File: src/logic/ccd_seq_pkg.sv
// Package: constants, types and timing for the frame readout sequencer
package ccd_seq_pkg;
    // Array geometry
    localparam int IMG_COLS = 1024;
    localparam int IMG_ROWS = 1024;
    localparam int LEAD_DARK_COLS = 4;
    localparam int TRAIL_DARK_COLS = 8;
    localparam int TOP_DARK_ROWS = 4;
    localparam int BOTTOM_DARK_ROWS = 4;
    localparam int ROW_PIXELS = LEAD_DARK_COLS + IMG_COLS + TRAIL_DARK_COLS;
    localparam int FRAME_ROWS = TOP_DARK_ROWS + IMG_ROWS + BOTTOM_DARK_ROWS;
    localparam int CNT_W = 11;

    // Timing
    localparam int CLK_HZ = 40_000_000;
    localparam int VH_TIME_US = 32;
    localparam int VH_CYCLES = (VH_TIME_US * (CLK_HZ / 1_000_000));
    localparam int V_STEP_CYCLES = 8;
    localparam int H_HALF_CYCLES = 10;
    localparam int RST_CYCLES = 2;
    localparam int TMR_W = 16;

    // Reset values
    localparam logic [CNT_W-1:0] CNT_RESET = 11'h000;
    localparam logic [TMR_W-1:0] TMR_RESET = 16'h0000;

    // Sequencer states
    typedef enum logic [3:0] {
        ST_IDLE = 4'h0,
        ST_V_MERGE = 4'h1,
        ST_V_SWAP1 = 4'h2,
        ST_V_SWAP2 = 4'h3,
        ST_V_END = 4'h4,
        ST_VH_WAIT = 4'h5,
        ST_H_RESET = 4'h6,
        ST_H_REF = 4'h7,
        ST_H_XFER = 4'h8,
        ST_H_SIG = 4'h9
    } seq_state_t;

    // Clock lines driven to the sensor
    typedef struct packed {
        logic vertical_phase_one;
        logic vertical_phase_two;
        logic horizontal_phase_one;
        logic horizontal_phase_two;
        logic split_last_gate_a;
        logic split_last_gate_b;
        logic reset_clock;
    } ccd_clocks_t;

    // Sample record: tags and sample kind
    typedef struct packed {
        logic [CNT_W-1:0] row;
        logic [CNT_W-1:0] col;
        logic dark_row;
        logic dark_col;
        logic is_signal;
        logic last_in_frame;
    } sample_tag_t;

    localparam int TAG_W = $bits(sample_tag_t);

    function automatic logic dark_col_f(input logic [CNT_W-1:0] c);
        dark_col_f = (c < CNT_W'(LEAD_DARK_COLS)) || (c >= CNT_W'(LEAD_DARK_COLS + IMG_COLS));
    endfunction : dark_col_f

    function automatic logic dark_row_f(input logic [CNT_W-1:0] r);
        dark_row_f = (r < CNT_W'(TOP_DARK_ROWS)) || (r >= CNT_W'(TOP_DARK_ROWS + IMG_ROWS));
    endfunction : dark_row_f
endpackage : ccd_seq_pkg

File: src/logic/ccd_frame_readout_sequencer.sv
// Host-side timing generator that reads one full frame out of a two-phase CCD
// ****************************************************************************
// Function
// - Host keeps light off during readout
// - Wide range: gate B blocks, A follows H2
// - High gain: gate A blocks, B follows H2
// - Reset pulse before each pixel's reference sample
// - Both vertical phases low while integrating
// - Row transfer starts with V1 high alone
// - Then V1 low and V2 high together
// - Swap back, then V1 low ends transfer
// - Row fully transferred before shifting out
// - Horizontal phases driven complementary during horizontal shifting
// - Repeat until every row is read
// - Wait about 32 us before horizontal shifting
// ****************************************************************************
`timescale 1ns/1ps
`default_nettype none
module ccd_frame_readout_sequencer
    import ccd_seq_pkg::*;
#(
    parameter int VH_WAIT = VH_CYCLES,
    parameter int FIFO_DEPTH = 8
) (
    input wire logic clk_i,
    input wire logic rst_n_i,
    input wire logic start_i,
    input wire logic high_gain_sel_i,
    output logic busy_o,
    output logic light_inhibit_o,
    output logic vertical_phase_one_o,
    output logic vertical_phase_two_o,
    output logic horizontal_phase_one_o,
    output logic horizontal_phase_two_o,
    output logic split_last_gate_a_o,
    output logic split_last_gate_b_o,
    output logic reset_clock_o,
    output logic sample_strobe_o,
    output logic [TAG_W-1:0] tag_data_o,
    output logic tag_valid_o,
    input wire logic tag_ready_i
);
    seq_state_t state, next_state;
    ccd_clocks_t clks, next_clks;
    logic [CNT_W-1:0] row, next_row, col, next_col;
    logic [TMR_W-1:0] tmr, next_tmr;
    logic gain, next_gain;
    logic strobe, next_strobe, is_sig, next_is_sig;
    logic busy, next_busy;
    logic fifo_ready, fifo_out_valid;
    logic [TAG_W-1:0] fifo_out_data;
    sample_tag_t tag;
    logic tmr_done;

    // ************************************************************************
    // Sequencer
    // ************************************************************************
    assign tmr_done = (tmr == TMR_RESET);

    always_comb begin
        next_state = state;
        next_clks = clks;
        next_row = row;
        next_col = col;
        next_tmr = tmr_done ? tmr : tmr - 1'b1;
        next_gain = gain;
        next_strobe = 1'b0;
        next_is_sig = is_sig;
        case (state)
            ST_IDLE: begin
                // Integration: both vertical phases parked low
                next_clks = '0;
                if (start_i) begin
                    next_gain = high_gain_sel_i;
                    next_row = CNT_RESET;
                    next_clks.vertical_phase_one = 1'b1;
                    next_tmr = TMR_W'(V_STEP_CYCLES - 1);
                    next_state = ST_V_MERGE;
                end
            end
            ST_V_MERGE: if (tmr_done) begin
                // V2 rising here moves the nearest row into the serial register
                next_clks.vertical_phase_one = 1'b0;
                next_clks.vertical_phase_two = 1'b1;
                next_tmr = TMR_W'(V_STEP_CYCLES - 1);
                next_state = ST_V_SWAP1;
            end
            ST_V_SWAP1: if (tmr_done) begin
                next_clks.vertical_phase_one = 1'b1;
                next_clks.vertical_phase_two = 1'b0;
                next_tmr = TMR_W'(V_STEP_CYCLES - 1);
                next_state = ST_V_SWAP2;
            end
            ST_V_SWAP2: if (tmr_done) begin
                next_clks.vertical_phase_one = 1'b0;
                next_tmr = TMR_W'(VH_WAIT - 1);
                next_state = ST_VH_WAIT;
            end
            ST_VH_WAIT: if (tmr_done) begin
                // Horizontal shifting only once the row sits in the register
                next_col = CNT_RESET;
                next_clks.reset_clock = 1'b1;
                // Park H2 high so the first pixel of a row also gets a falling edge
                next_clks.horizontal_phase_one = 1'b0;
                next_clks.horizontal_phase_two = 1'b1;
                next_tmr = TMR_W'(RST_CYCLES - 1);
                next_state = ST_H_RESET;
            end
            ST_H_RESET: if (tmr_done) begin
                next_clks.reset_clock = 1'b0;
                next_tmr = TMR_W'(H_HALF_CYCLES - 1);
                next_state = ST_H_REF;
            end
            ST_H_REF: if (tmr_done && fifo_ready) begin
                // Reference level sampled after reset; H2 falls to dump packet
                next_strobe = 1'b1;
                next_is_sig = 1'b0;
                next_clks.horizontal_phase_one = 1'b1;
                next_clks.horizontal_phase_two = 1'b0;
                next_tmr = TMR_W'(H_HALF_CYCLES - 1);
                next_state = ST_H_XFER;
            end
            ST_H_XFER: if (tmr_done && fifo_ready) begin
                next_strobe = 1'b1;
                next_is_sig = 1'b1;
                next_state = ST_H_SIG;
            end
            ST_H_SIG: begin
                // Horizontal lines hold through the vertical transfer; they move only inside a row
                if (col == CNT_W'(ROW_PIXELS - 1)) begin
                    if (row == CNT_W'(FRAME_ROWS - 1)) begin
                        next_state = ST_IDLE;
                    end else begin
                        next_row = row + 1'b1;
                        next_clks.vertical_phase_one = 1'b1;
                        next_tmr = TMR_W'(V_STEP_CYCLES - 1);
                        next_state = ST_V_MERGE;
                    end
                end else begin
                    next_col = col + 1'b1;
                    next_clks.horizontal_phase_one = 1'b0;
                    next_clks.horizontal_phase_two = 1'b1;
                    next_clks.reset_clock = 1'b1;
                    next_tmr = TMR_W'(RST_CYCLES - 1);
                    next_state = ST_H_RESET;
                end
            end
            default: next_state = ST_IDLE;
        endcase
        // Split gate routing; the blocked gate stays low
        next_clks.split_last_gate_a = next_gain ? 1'b0 : next_clks.horizontal_phase_two;
        next_clks.split_last_gate_b = next_gain ? next_clks.horizontal_phase_two : 1'b0;
        next_busy = (next_state != ST_IDLE);
    end

    always_ff @(posedge clk_i or negedge rst_n_i) begin
        if (!rst_n_i) begin
            state <= ST_IDLE;
            clks <= '0;
            row <= CNT_RESET;
            col <= CNT_RESET;
            tmr <= TMR_RESET;
            gain <= 1'b0;
            strobe <= 1'b0;
            is_sig <= 1'b0;
            busy <= 1'b0;
        end else begin
            state <= next_state;
            clks <= next_clks;
            row <= next_row;
            col <= next_col;
            tmr <= next_tmr;
            gain <= next_gain;
            strobe <= next_strobe;
            is_sig <= next_is_sig;
            busy <= next_busy;
        end
    end

    // ************************************************************************
    // Sample tag FIFO
    // ************************************************************************
    // Tags ride with strobes; a stalled drain stretches the pixel period
    always_comb begin
        tag.row = row;
        tag.col = col;
        tag.dark_row = dark_row_f(row);
        tag.dark_col = dark_col_f(col);
        tag.is_signal = is_sig;
        tag.last_in_frame = (row == CNT_W'(FRAME_ROWS - 1)) && (col == CNT_W'(ROW_PIXELS - 1));
    end

    tag_fifo #(.WIDTH(TAG_W), .DEPTH(FIFO_DEPTH)) u_fifo (
        .clk_i(clk_i),
        .rst_n_i(rst_n_i),
        .in_data_i(tag),
        .in_valid_i(strobe),
        .in_ready_o(fifo_ready),
        .out_data_o(fifo_out_data),
        .out_valid_o(fifo_out_valid),
        .out_ready_i(tag_ready_i)
    );

    assign tag_data_o = fifo_out_data;
    assign tag_valid_o = fifo_out_valid;
    assign sample_strobe_o = strobe;
    assign busy_o = busy;
    assign light_inhibit_o = busy;
    assign vertical_phase_one_o = clks.vertical_phase_one;
    assign vertical_phase_two_o = clks.vertical_phase_two;
    assign horizontal_phase_one_o = clks.horizontal_phase_one;
    assign horizontal_phase_two_o = clks.horizontal_phase_two;
    assign split_last_gate_a_o = clks.split_last_gate_a;
    assign split_last_gate_b_o = clks.split_last_gate_b;
    assign reset_clock_o = clks.reset_clock;

    // ************************************************************************
    // Assertions
    // ************************************************************************
    a_vert_idle_low: assert property (@(posedge clk_i) disable iff (!rst_n_i)
        (state == ST_IDLE) |-> (!clks.vertical_phase_one && !clks.vertical_phase_two))
        else $error("vertical phase high while integrating");
    a_merge_first: assert property (@(posedge clk_i) disable iff (!rst_n_i)
        $rose(clks.vertical_phase_one) && $past(state) != ST_V_SWAP1 |-> !clks.vertical_phase_two)
        else $error("merge step with phase two high");
    a_swap_together: assert property (@(posedge clk_i) disable iff (!rst_n_i)
        $rose(clks.vertical_phase_two) |-> $fell(clks.vertical_phase_one))
        else $error("vertical phases did not swap together");
    a_second_swap: assert property (@(posedge clk_i) disable iff (!rst_n_i)
        $rose(clks.vertical_phase_two) |-> ##8 (clks.vertical_phase_one && !clks.vertical_phase_two) ##8
        !clks.vertical_phase_one)
        else $error("second vertical swap or end missing");
    a_h_complement: assert property (@(posedge clk_i) disable iff (!rst_n_i)
        (state inside {ST_H_RESET, ST_H_REF, ST_H_XFER, ST_H_SIG}) |->
        (clks.horizontal_phase_one != clks.horizontal_phase_two))
        else $error("horizontal phases not complementary");
    a_split_gate: assert property (@(posedge clk_i) disable iff (!rst_n_i)
        (!gain |-> (!clks.split_last_gate_b && clks.split_last_gate_a == clks.horizontal_phase_two)) and
        (gain |-> (!clks.split_last_gate_a && clks.split_last_gate_b == clks.horizontal_phase_two)))
        else $error("split gate routing wrong");
    a_reset_pulse: assert property (@(posedge clk_i) disable iff (!rst_n_i)
        $rose(clks.reset_clock) |-> clks.reset_clock [*2] ##1 !clks.reset_clock)
        else $error("reset pulse width wrong");
    a_vert_static_h: assert property (@(posedge clk_i) disable iff (!rst_n_i)
        (state inside {ST_V_MERGE, ST_V_SWAP1, ST_V_SWAP2, ST_VH_WAIT}) |->
        ($stable(clks.horizontal_phase_two) && !clks.reset_clock))
        else $error("horizontal moved during vertical transfer");
    a_strobe_after_reset: assert property (@(posedge clk_i) disable iff (!rst_n_i)
        $fell(clks.reset_clock) |-> ##[10:1000] strobe)
        else $error("no sample strobe after reset");
endmodule : ccd_frame_readout_sequencer
`default_nettype wire

File: src/logic/tag_fifo.sv
// Synchronous valid/ready FIFO held in flip-flops
`timescale 1ns/1ps
`default_nettype none
module tag_fifo #(
    parameter int WIDTH = 8,
    parameter int DEPTH = 8
) (
    input wire logic clk_i,
    input wire logic rst_n_i,
    input wire logic [WIDTH-1:0] in_data_i,
    input wire logic in_valid_i,
    output logic in_ready_o,
    output logic [WIDTH-1:0] out_data_o,
    output logic out_valid_o,
    input wire logic out_ready_i
);
    localparam int AW = $clog2(DEPTH);
    logic [WIDTH-1:0] mem [DEPTH];
    logic [AW-1:0] wr_ptr, rd_ptr, next_wr_ptr, next_rd_ptr;
    logic [AW:0] count, next_count;
    logic push, pop;
    logic has_data, next_has_data;

    always_comb begin
        push = in_valid_i && (count != (AW+1)'(DEPTH));
        pop = out_ready_i && (count != '0);
        next_wr_ptr = push ? ((wr_ptr == AW'(DEPTH-1)) ? '0 : wr_ptr + 1'b1) : wr_ptr;
        next_rd_ptr = pop ? ((rd_ptr == AW'(DEPTH-1)) ? '0 : rd_ptr + 1'b1) : rd_ptr;
        next_count = count + (AW+1)'(push) - (AW+1)'(pop);
        // Registered so the valid output leaves a flip-flop directly
        next_has_data = (next_count != '0);
    end

    always_ff @(posedge clk_i or negedge rst_n_i) begin
        if (!rst_n_i) begin
            wr_ptr <= '0;
            rd_ptr <= '0;
            count <= '0;
            has_data <= 1'b0;
        end else begin
            wr_ptr <= next_wr_ptr;
            rd_ptr <= next_rd_ptr;
            count <= next_count;
            has_data <= next_has_data;
        end
    end

    always_ff @(posedge clk_i) begin
        if (push) begin
            mem[wr_ptr] <= in_data_i;
        end
    end

    assign in_ready_o = (count != (AW+1)'(DEPTH));
    assign out_valid_o = has_data;
    assign out_data_o = mem[rd_ptr];
endmodule : tag_fifo
`default_nettype wire

File: config.mk
export PLATFORM = sky130hd
export DESIGN_NAME = ccd_frame_readout_sequencer
export DESIGN_NICKNAME = d
export VERILOG_FILES = /design/src/logic/ccd_seq_pkg.sv /design/src/logic/ccd_frame_readout_sequencer.sv /design/src/logic/tag_fifo.sv
export SDC_FILE = /design/constraint.sdc
export NUM_CORES = 1
export LEC_CHECK = 0
export BUFFER_PORTS_ARGS = -buffer_cell sky130_fd_sc_hd__buf_2
export CORE_MARGIN = 3
export CORE_UTILIZATION = 62
export DETAILED_ROUTE_END_ITERATION = 10
export PLACE_DENSITY = 0.8
export SLEW_MARGIN = 30
export SYNTH_ARGS = -nofsm -noshare
export SYNTH_HDL_FRONTEND = slang
export SYNTH_SLANG_ARGS = --single-unit
File: constraint.sdc
create_clock -name clk_i -period 4.2 [get_ports clk_i]
set_input_delay 0.42 -clock clk_i [delete_from_list [all_inputs] [get_ports clk_i]]
set_output_delay 0.42 -clock clk_i [all_outputs]
set_load 0.1 [all_outputs]
==> results.rst, run 1 <==
.. list-table::
   :header-rows: 1

   * - Metric
     - Value
   * - # fillers
     - approximately 1100
   * - Leak
     - around 4.1 nW
   * - Top fanout value on the critical path
     - 34
   * - Setup repair after global routing missed its margin
     - no
   * - Core footprint
     - about 0.018 mm²
   * - Top FF cell, synth
     - sky130_fd_sc_hd__edfxtp_1
   * - Number of endpoints with negative hold slack in the final report
     - 26
   * - Biggest area contributors in the synthesized netlist
     - sky130_fd_sc_hd__edfxtp_1 54%, sky130_fd_sc_hd__dfrtp_1 14%, sky130_fd_sc_hd__mux4_2 10%
   * - Maximum level of the CTS H-tree
     - 1
   * - TritonCTS clock tree
     - done
   * - Number of nets in the synthesized netlist
     - between 700 and 800
   * - Register area
     - just under 0.008 mm²
   * - Post-CTS setup repair buffer count
     - 0
   * - Global routing usage summed across all routing layers
     - roughly a quarter
   * - Most frequent cell after synthesis
     - sky130_fd_sc_hd__edfxtp_1
   * - Gate count after technology mapping
     - 727
   * - Post-synthesis async set-or-reset flop share
     - a little under a quarter
   * - Fraction of final layout cells sized beyond drive strength 1
     - 25.6%
   * - Run status
     - finished with violations
   * - Boundary pin count
     - 42
   * - Summed instance area of the synthesized netlist
     - around 0.012 mm²
   * - Sort of element at the end of the critical path
     - output pin
   * - Post-Route Setup TNS
     - 0 ns
   * - Iteration count of the initial detailed-routing pass
     - 5
   * - Vias in the first global route
     - between 6000 and 7000
   * - Reg-to-reg slack, setup
     - between 1 and 1.5 ns
   * - Number of maximum-capacitance constraint violations
     - 0
   * - Req. time, crit path
     - 3.78 ns
   * - Final worst-path cycle share
     - approximately four fifths
   * - Critical path class
     - flop to output pin
   * - Max_slew headroom
     - between 30% and 40%
   * - Seq/Total Area, Yosys
     - 67.7%
   * - Number of flip-flops and latches in the synthesized netlist
     - ~270
   * - Actual transition at the worst max-transition pin
     - around 0.9 ns
   * - R2R depth
     - 11
   * - Clock latency on the worst-skew pair
     - roughly 0.53 ns
   * - Number of setup violations in the final report
     - 0
   * - Routed length per instance
     - 23.2 µm
   * - Hold-fix buffers, CTS
     - 0
   * - IO Port Bufs
     - 41
   * - HPWL after detailed placement
     - about 15 mm
   * - Via count
     - between 6000 and 7000
   * - Area of the multi-input gates
     - approximately 0.0036 mm²
   * - Max VDD drop
     - 0.000337 V
   * - Cells resized by post-CTS repair
     - 0
   * - Violations in the final reports
     - hold timing
   * - GPL Wtd Cong
     - just under 0.9
   * - Die outline area
     - between 0.02 and 0.025 mm²
   * - Tmin final
     - between 3 and 4 ns
   * - Detailed router's first-iteration violation count
     - between 500 and 600
   * - Count of flip-flops with a built-in enable after synthesis
     - 208
   * - Worst clock skew on the final layout
     - about 0.021 ns
   * - Die boundary height
     - about 140 µm
   * - Synth cell count leaders
     - 208 x sky130_fd_sc_hd__edfxtp_1, 64 x sky130_fd_sc_hd__dfrtp_1, 53 x sky130_fd_sc_hd__nor2_1
   * - Final antenna diode count
     - 0
   * - Total number of placement rows
     - slightly below 50
   * - Total power
     - around 0.0059 W
   * - Number of DRC violations after detailed routing
     - 0
   * - Endpoint arrival time on the critical path
     - between 2 and 3 ns
   * - Clock sink count
     - 272
   * - Warning count from the yosys run
     - 0
   * - Net total in the final layout
     - approximately 800
   * - Total wire length after detailed routing
     - approximately 24 mm
   * - Unique masters post-synth
     - 61
   * - Number of antenna violations at the first check in global routing
     - 0
   * - Start of the worst register-to-register path
     - u_fifo.count[1]
   * - Number of slew-limit violations in the final report
     - 0
   * - PD cells
     - ~460 mW/mm²
   * - Final global-route overflow total
     - 0
   * - Type of the tightest min-delay check
     - primary input to asynchronous set/reset pin
   * - Vias per cell
     - 6.44
   * - First-pass GRT wire length
     - ~38 mm
   * - Crit Reg-Reg Endpoint
     - u_fifo.out_valid_o
   * - Mapped Avg Cell Area
     - around 16 µm²
   * - Root Buffer Master
     - sky130_fd_sc_hd__clkbuf_16
   * - Post-synthesis to final-layout area growth
     - 11.4%
   * - Number of buffers added by the clock tree synthesis step
     - 27
   * - Initial Utilization
     - 63.8%
   * - Clock slew at the register clock pins of the worst setup and hold paths
     - roughly 0.06 ns
   * - Post-detailed-route count of antenna-violating nets
     - 0
   * - Element type at the critical path start
     - flop
   * - Peak Freq
     - ~0.3 GHz
   * - Maximum number of pins on one net before global-route repair
     - 35
   * - Post-synth top area share
     - between 50% and 60%
   * - Worst hold margin
     - -0.0182 ns
   * - Cell type with the largest total area after synthesis
     - sky130_fd_sc_hd__edfxtp_1
   * - Horizontal extent of the die
     - 143 µm
   * - Maximum number of buffers from clock root to sink
     - 3
## flip-flops by register name, summed over array words and instances, names as in the netlist, 3 cells and up
signal	count
u_fifo.wr_ptr	3
u_fifo.mem	208
state	4
u_fifo.count	4
u_fifo.rd_ptr	3
col	11
tmr	16
row	11
## worst max-delay path: stages, from the launching register on
cell and delay, ns:
sky130_fd_sc_hd__dfrtp_4 0.87, sky130_fd_sc_hd__buf_4 0.38, sky130_fd_sc_hd__mux4_2 0.55, sky130_fd_sc_hd__mux2_2 0.29, sky130_fd_sc_hd__buf_2 0.29
## cell families after synthesis
family,share of synthesized area (%)
AO/OA/AOI/OAI,4.18
XOR/XNOR,2.34
adder cells (fa/ha/maj),1.79
buffers and inverters,1.73
flip-flops,67.7
multiplexers,13.0
AND/OR/NAND/NOR,9.18
## how the worst max path moves through the flow
stage / startpoint / to / slack [ns]
floorplan: sample_strobe_o / u_fifo.mem[0][0] / 0.41
global placement: u_fifo.count[1] / u_fifo.out_valid_o / 1.40
detailed placement: u_fifo.count[1] / u_fifo.out_valid_o / 1.35
CTS: u_fifo.rd_ptr[0] / tag_data_o[25] / 0.79
global route: u_fifo.rd_ptr[0] / tag_data_o[25] / 0.69
finish: u_fifo.rd_ptr[0] / tag_data_o[25] / 0.86
## per-stage QoR
stage	utilization (%)	std cells	area, µm²	setup slack, ns	hold slack, ns
after floorplan	-	727	11600	0.406	0.124
after global placement	66.5	981	12100	1.40	0.486
after detailed placement	66.5	981	12100	1.35	0.495
after CTS	71.1	1030	12900	0.788	0.00134
after global routing	71.1	1030	12900	0.690	0.0220
final	71.1	1030	12900	0.858	-0.0182
## where the power goes
part           leakage, nW  internal [W]  switching, W
clock                0.406       0.00127      0.000967
sequential            2.34       0.00290      0.000207
combinational         1.38      0.000313      0.000253
## cell type report
| type | count | area share, % |
|---|---|---|
| clock buffer | 34 | 5.52 |
| clock inverter | 15 | 0.931 |
| inverter | 17 | 0.495 |
| multi-input combinational | 409 | 27.6 |
| sequential | 272 | 60.9 |
| tap | 229 | 2.22 |
| timing repair buffer | 54 | 2.35 |
## placed cells by master, fill, tap and decap left out, drive strengths merged, types with 4 or more instances in the layout
| cell | netlist | layout |
|---|---|---|
| nand2 | 50 | 50 |
| clkinv | 0 | 9 |
| mux4 | 52 | 52 |
| edfxtp | 208 | 208 |
| clkbuf | 13 | 34 |
| a21oi | 21 | 21 |
| nor2 | 55 | 55 |
| mux2 | 30 | 30 |
| buf | 16 | 54 |
| inv | 17 | 19 |
| and2 | 5 | 5 |
| or3 | 7 | 7 |
| nand2b | 7 | 7 |
| dfrtp | 64 | 64 |
| xnor2 | 8 | 8 |
| ha | 15 | 15 |
| nand4 | 10 | 10 |
| and4 | 4 | 4 |
| nor3 | 17 | 17 |
| nand3 | 18 | 18 |
| o21ai | 24 | 24 |
| and3 | 5 | 5 |
| nor4 | 8 | 8 |
| nand3b | 5 | 5 |
| a21o | 4 | 4 |
| xor2 | 23 | 23 |
| a31oi | 4 | 4 |
## layer usage
layer  vias to the layer above  GRT usage (%)  wire length (µm)
met5                         -              0                 0
met4                         0           6.20               397
met3                        42           3.68              1670
met2                       293           40.3             12200
met1                      3373           34.2              9590
li1                       2926              -                 -
Power figures use the tool's default switching activity.
==> run 2: changes to the inputs <==
--- a/config.mk
+++ b/config.mk
@@ -7,9 +7,9 @@
 export LEC_CHECK = 0
 export BUFFER_PORTS_ARGS = -buffer_cell sky130_fd_sc_hd__buf_2
 export CORE_MARGIN = 3
-export CORE_UTILIZATION = 62
+export CORE_UTILIZATION = 56
 export DETAILED_ROUTE_END_ITERATION = 10
-export PLACE_DENSITY = 0.8
+export PLACE_DENSITY = 0.76
 export SLEW_MARGIN = 30
 export SYNTH_ARGS = -nofsm -noshare
 export SYNTH_HDL_FRONTEND = slang
==> constraint.sdc (replaced) <==
create_clock -name clk_i -period 2.9 [get_ports clk_i]
set_input_delay 0.29 -clock clk_i [delete_from_list [all_inputs] [get_ports clk_i]]
set_output_delay 0.29 -clock clk_i [all_outputs]
set_load 0.1 [all_outputs]
==> results.rst, run 2 (same netlist as run 1, synthesis figures left out) <==
.. list-table::
   :header-rows: 1

   * - Metric
     - Value
   * - Run status
     - finished clean
   * - Crit Reg-Reg Endpoint
     - col[3]
   * - Core footprint
     - 0.0199 mm² (+9.7%)
   * - Combinational share of power
     - 12.3% (+2.7 points)
   * - Clock latency on the worst-skew pair
     - 0.53 ns (about the same)
   * - Via count
     - 6627 (-0.11%)
   * - Endpoint arrival time on the critical path
     - 2.47 ns (-0.45 ns)
   * - Max_slew headroom
     - 59.0% (+20 points)
   * - Tmin final
     - 2.76 ns
   * - R2R depth
     - 8 (-3)
   * - Share of the core filled with cells
     - 66.7% (-4.4 points)
   * - Element type at the critical path start
     - flop
   * - Delay of the slowest cell on the worst path
     - 0.58 ns (-0.29 ns)
   * - Post-synthesis to final-layout area growth
     - 14.6%
   * - First-pass GRT wire length
     - 38.9 mm (+2.6%)
   * - TritonCTS clock tree
     - done
   * - Hold Path Origin
     - high_gain_sel_i
   * - Setup repair after global routing missed its margin
     - no
   * - Maximum level of the CTS H-tree
     - 1 (unchanged)
   * - Actual transition at the worst max-transition pin
     - 0.610 ns (-0.304 ns)
   * - Fraction of power spent switching nets
     - 23.2% (-0.88 points)
   * - Worst hold path endpoint
     - gain
   * - Maximum number of pins on one net before global-route repair
     - 47 (+34%)
   * - Peak Freq
     - between 0.3 and 0.4 GHz
   * - Vias in the first global route
     - 6806 (+0.29%)
   * - Type of the tightest min-delay check
     - primary input to flop
   * - Sort of element at the end of the critical path
     - output pin
   * - Horizontal extent of the die
     - 150 µm (+5.0%)
   * - Clock slew at the register clock pins of the worst setup and hold paths
     - 0.06 ns (about the same)
   * - Largest register FFs
     - 208 (unchanged)
   * - Iteration count of the initial detailed-routing pass
     - 4 (-1)
   * - Number of DRC violations after detailed routing
     - 0 (unchanged)
   * - Die boundary height
     - 150 µm (+5.0%)
   * - Vias per cell
     - 6.11 (-5.2%)
   * - Cells resized by post-CTS repair
     - 0 (unchanged)
   * - Root Buffer Master
     - sky130_fd_sc_hd__clkbuf_16
   * - Critical path class
     - flop to output pin
   * - Registers with the most flip-flops
     - u_fifo.mem (208), tmr (16)
   * - Req. time, crit path
     - 2.61 ns (-1.17 ns)
   * - Final worst-path cycle share
     - 95.3%
   * - Portion of total power attributed to the clock network
     - 41.1% (+3.3 points)
   * - Maximum number of buffers from clock root to sink
     - 3 (unchanged)
   * - Cell-internal power
     - 0.00711 W (+58%)
   * - Die outline area
     - 0.0224 mm² (+10%)
   * - Number of antenna violations at the first check in global routing
     - 0 (unchanged)
   * - GPL Wtd Cong
     - 0.887 (-0.39%)
   * - Commonest non-fill, non-tap cells in the layout
     - 208 x sky130_fd_sc_hd__edfxtp_1, 62 x sky130_fd_sc_hd__dfrtp_1, 52 x sky130_fd_sc_hd__mux4_2
   * - Sw power
     - 0.00215 W (+51%)
   * - PD cells
     - 698 mW/mm² (+52%)
   * - HPWL after detailed placement
     - 14.8 mm (+1.3%)
   * - Post-Route Setup TNS
     - 0 ns (unchanged)
   * - Initial Utilization
     - 58.2% (-5.6 points)
   * - Leak
     - 4.29 nW (+3.9%)
   * - Global routing usage summed across all routing layers
     - 22.6% (-1.5 points)
   * - Detailed router's first-iteration violation count
     - 511 (+1.2%)
   * - Fraction of final layout cells sized beyond drive strength 1
     - 27.1% (+1.5 points)
   * - Total number of placement rows
     - 51 (+4.1%)
   * - Boundary pin count
     - 42 (unchanged)
   * - Worst clock skew on the final layout
     - 0.00873 ns (-0.0127 ns)
   * - Max VDD drop
     - 0.000387 V (+15%)
   * - Largest register by flop count
     - u_fifo.mem
   * - Final antenna diode count
     - 0 (unchanged)
   * - Most frequent standard cell in the layout excluding fill and tap cells
     - sky130_fd_sc_hd__edfxtp_1
   * - Clock sink count
     - 272 (unchanged)
   * - Total wire length after detailed routing
     - 24.4 mm (+2.4%)
   * - Number of buffers added by the clock tree synthesis step
     - 27 (unchanged)
   * - Worst hold margin
     - 0.0268 ns (+0.0450 ns)
   * - Cells on Worst Hold Path
     - 2
   * - Routed length per instance
     - 22.5 µm (-2.8%)
   * - IO Port Bufs
     - 41 (unchanged)
   * - Post-detailed-route count of antenna-violating nets
     - 0 (unchanged)
   * - Final global-route overflow total
     - 0 (unchanged)
   * - Number of maximum-capacitance constraint violations
     - 0 (unchanged)
   * - Net total in the final layout
     - 820 (+2.2%)
   * - Number of endpoints with negative hold slack in the final report
     - 0 (-100%)
   * - Top fanout value on the critical path
     - 19 (-44%)
   * - Reg-to-reg slack, setup
     - 0.23 ns (-1.06 ns)
   * - Start of the worst register-to-register path
     - tmr[0]
   * - Sequential share of power
     - 46.6% (-6.0 points)
   * - Slowest-stage cell, CP
     - sky130_fd_sc_hd__dfrtp_4
   * - Number of slew-limit violations in the final report
     - 0 (unchanged)
   * - Number of setup violations in the final report
     - 0 (unchanged)
   * - Ordered list of cells on the worst path
     - buf_12 > mux4_2 > mux2_2 > buf_2
run 2: cell types whose count changed in the layout (fill, tap and decap cells not counted), moves of 2 or more:
| cell | before | now |
|---|---|---|
| sky130_fd_sc_hd__buf_4 | 13 | 28 |
| sky130_fd_sc_hd__bufinv_16 | 1 | 7 |
| sky130_fd_sc_hd__clkbuf_1 | 6 | 2 |
| sky130_fd_sc_hd__clkinv_1 | 0 | 4 |
| sky130_fd_sc_hd__clkinv_2 | 7 | 4 |
| sky130_fd_sc_hd__buf_12 | 0 | 2 |
| sky130_fd_sc_hd__nor3_2 | 2 | 0 |
| sky130_fd_sc_hd__nor3_4 | 1 | 3 |
run 2: worst max path at each step:
stage	start	cells after the start	slack (ns)	endpoint
after global routing	u_fifo.count[1]	11	0.03	u_fifo.out_valid_o
after floorplan	sample_strobe_o	3	-0.19	u_fifo.mem[2][0]
after detailed placement	u_fifo.count[1]	11	0.24	u_fifo.out_valid_o
final	u_fifo.rd_ptr[0]	4	0.14	tag_data_o[17]
after CTS	u_fifo.rd_ptr[0]	4	0.09	tag_data_o[17]
after global placement	u_fifo.count[1]	11	0.32	u_fifo.out_valid_o
run 2: layout make-up:
cell class / instances / area, µm²
flip-flops and latches: 272 / 7850
fillers: 1318 / 6640
multi-input cells: 409 / 3570
clock buffers: 30 / 697
repair buffers: 72 / 465
well taps: 265 / 332
clock inverters: 20 / 288
inverters: 17 / 63.8
run 2: layer usage:
layer / vias to the layer above / global-route usage (%) / routed length (µm)
met5: - / 0 / 0
li1: 2952 / - / -
met3: 51 / 3.03 / 1450
met1: 3377 / 31.4 / 10100
met4: 0 / 7.46 / 722
met2: 247 / 37.8 / 12100
run 2: critical path: cells and delay by family (launching register included):
family	cells	cell delay, ns
flops	1	0.58
buf+inv	2	0.53
mux	2	0.81
run 2: what timing repair did:
action	4_1_cts	5_1_grt
hold buffers	1	0
buffers inserted	4	0
endpoints found under the setup margin	11	0
endpoints found under the hold margin	15	0
run 2: through the flow:
step	total power (W)	cells	setup WS, ns	cell area [µm²]
3_5_place_dp	0.00552	1030	0.238	12200
6_report	0.00926	1085	0.136	13300
4_1_cts	0.00936	1085	0.0857	13300
2_1_floorplan	0.00518	727	-0.187	11600
5_1_grt	0.00960	1085	0.0305	13300
3_3_place_gp	0.00548	1030	0.323	12200
run 2: power groups by stage:
stage	Combinational (W)	Sequential, W	Clock [W]
2_1_floorplan	0.000857	0.00432	0
6_report	0.00114	0.00432	0.00380
3_3_place_gp	0.00105	0.00442	0
3_5_place_dp	0.00109	0.00443	0
5_1_grt	0.00125	0.00433	0.00402
4_1_cts	0.00117	0.00432	0.00387
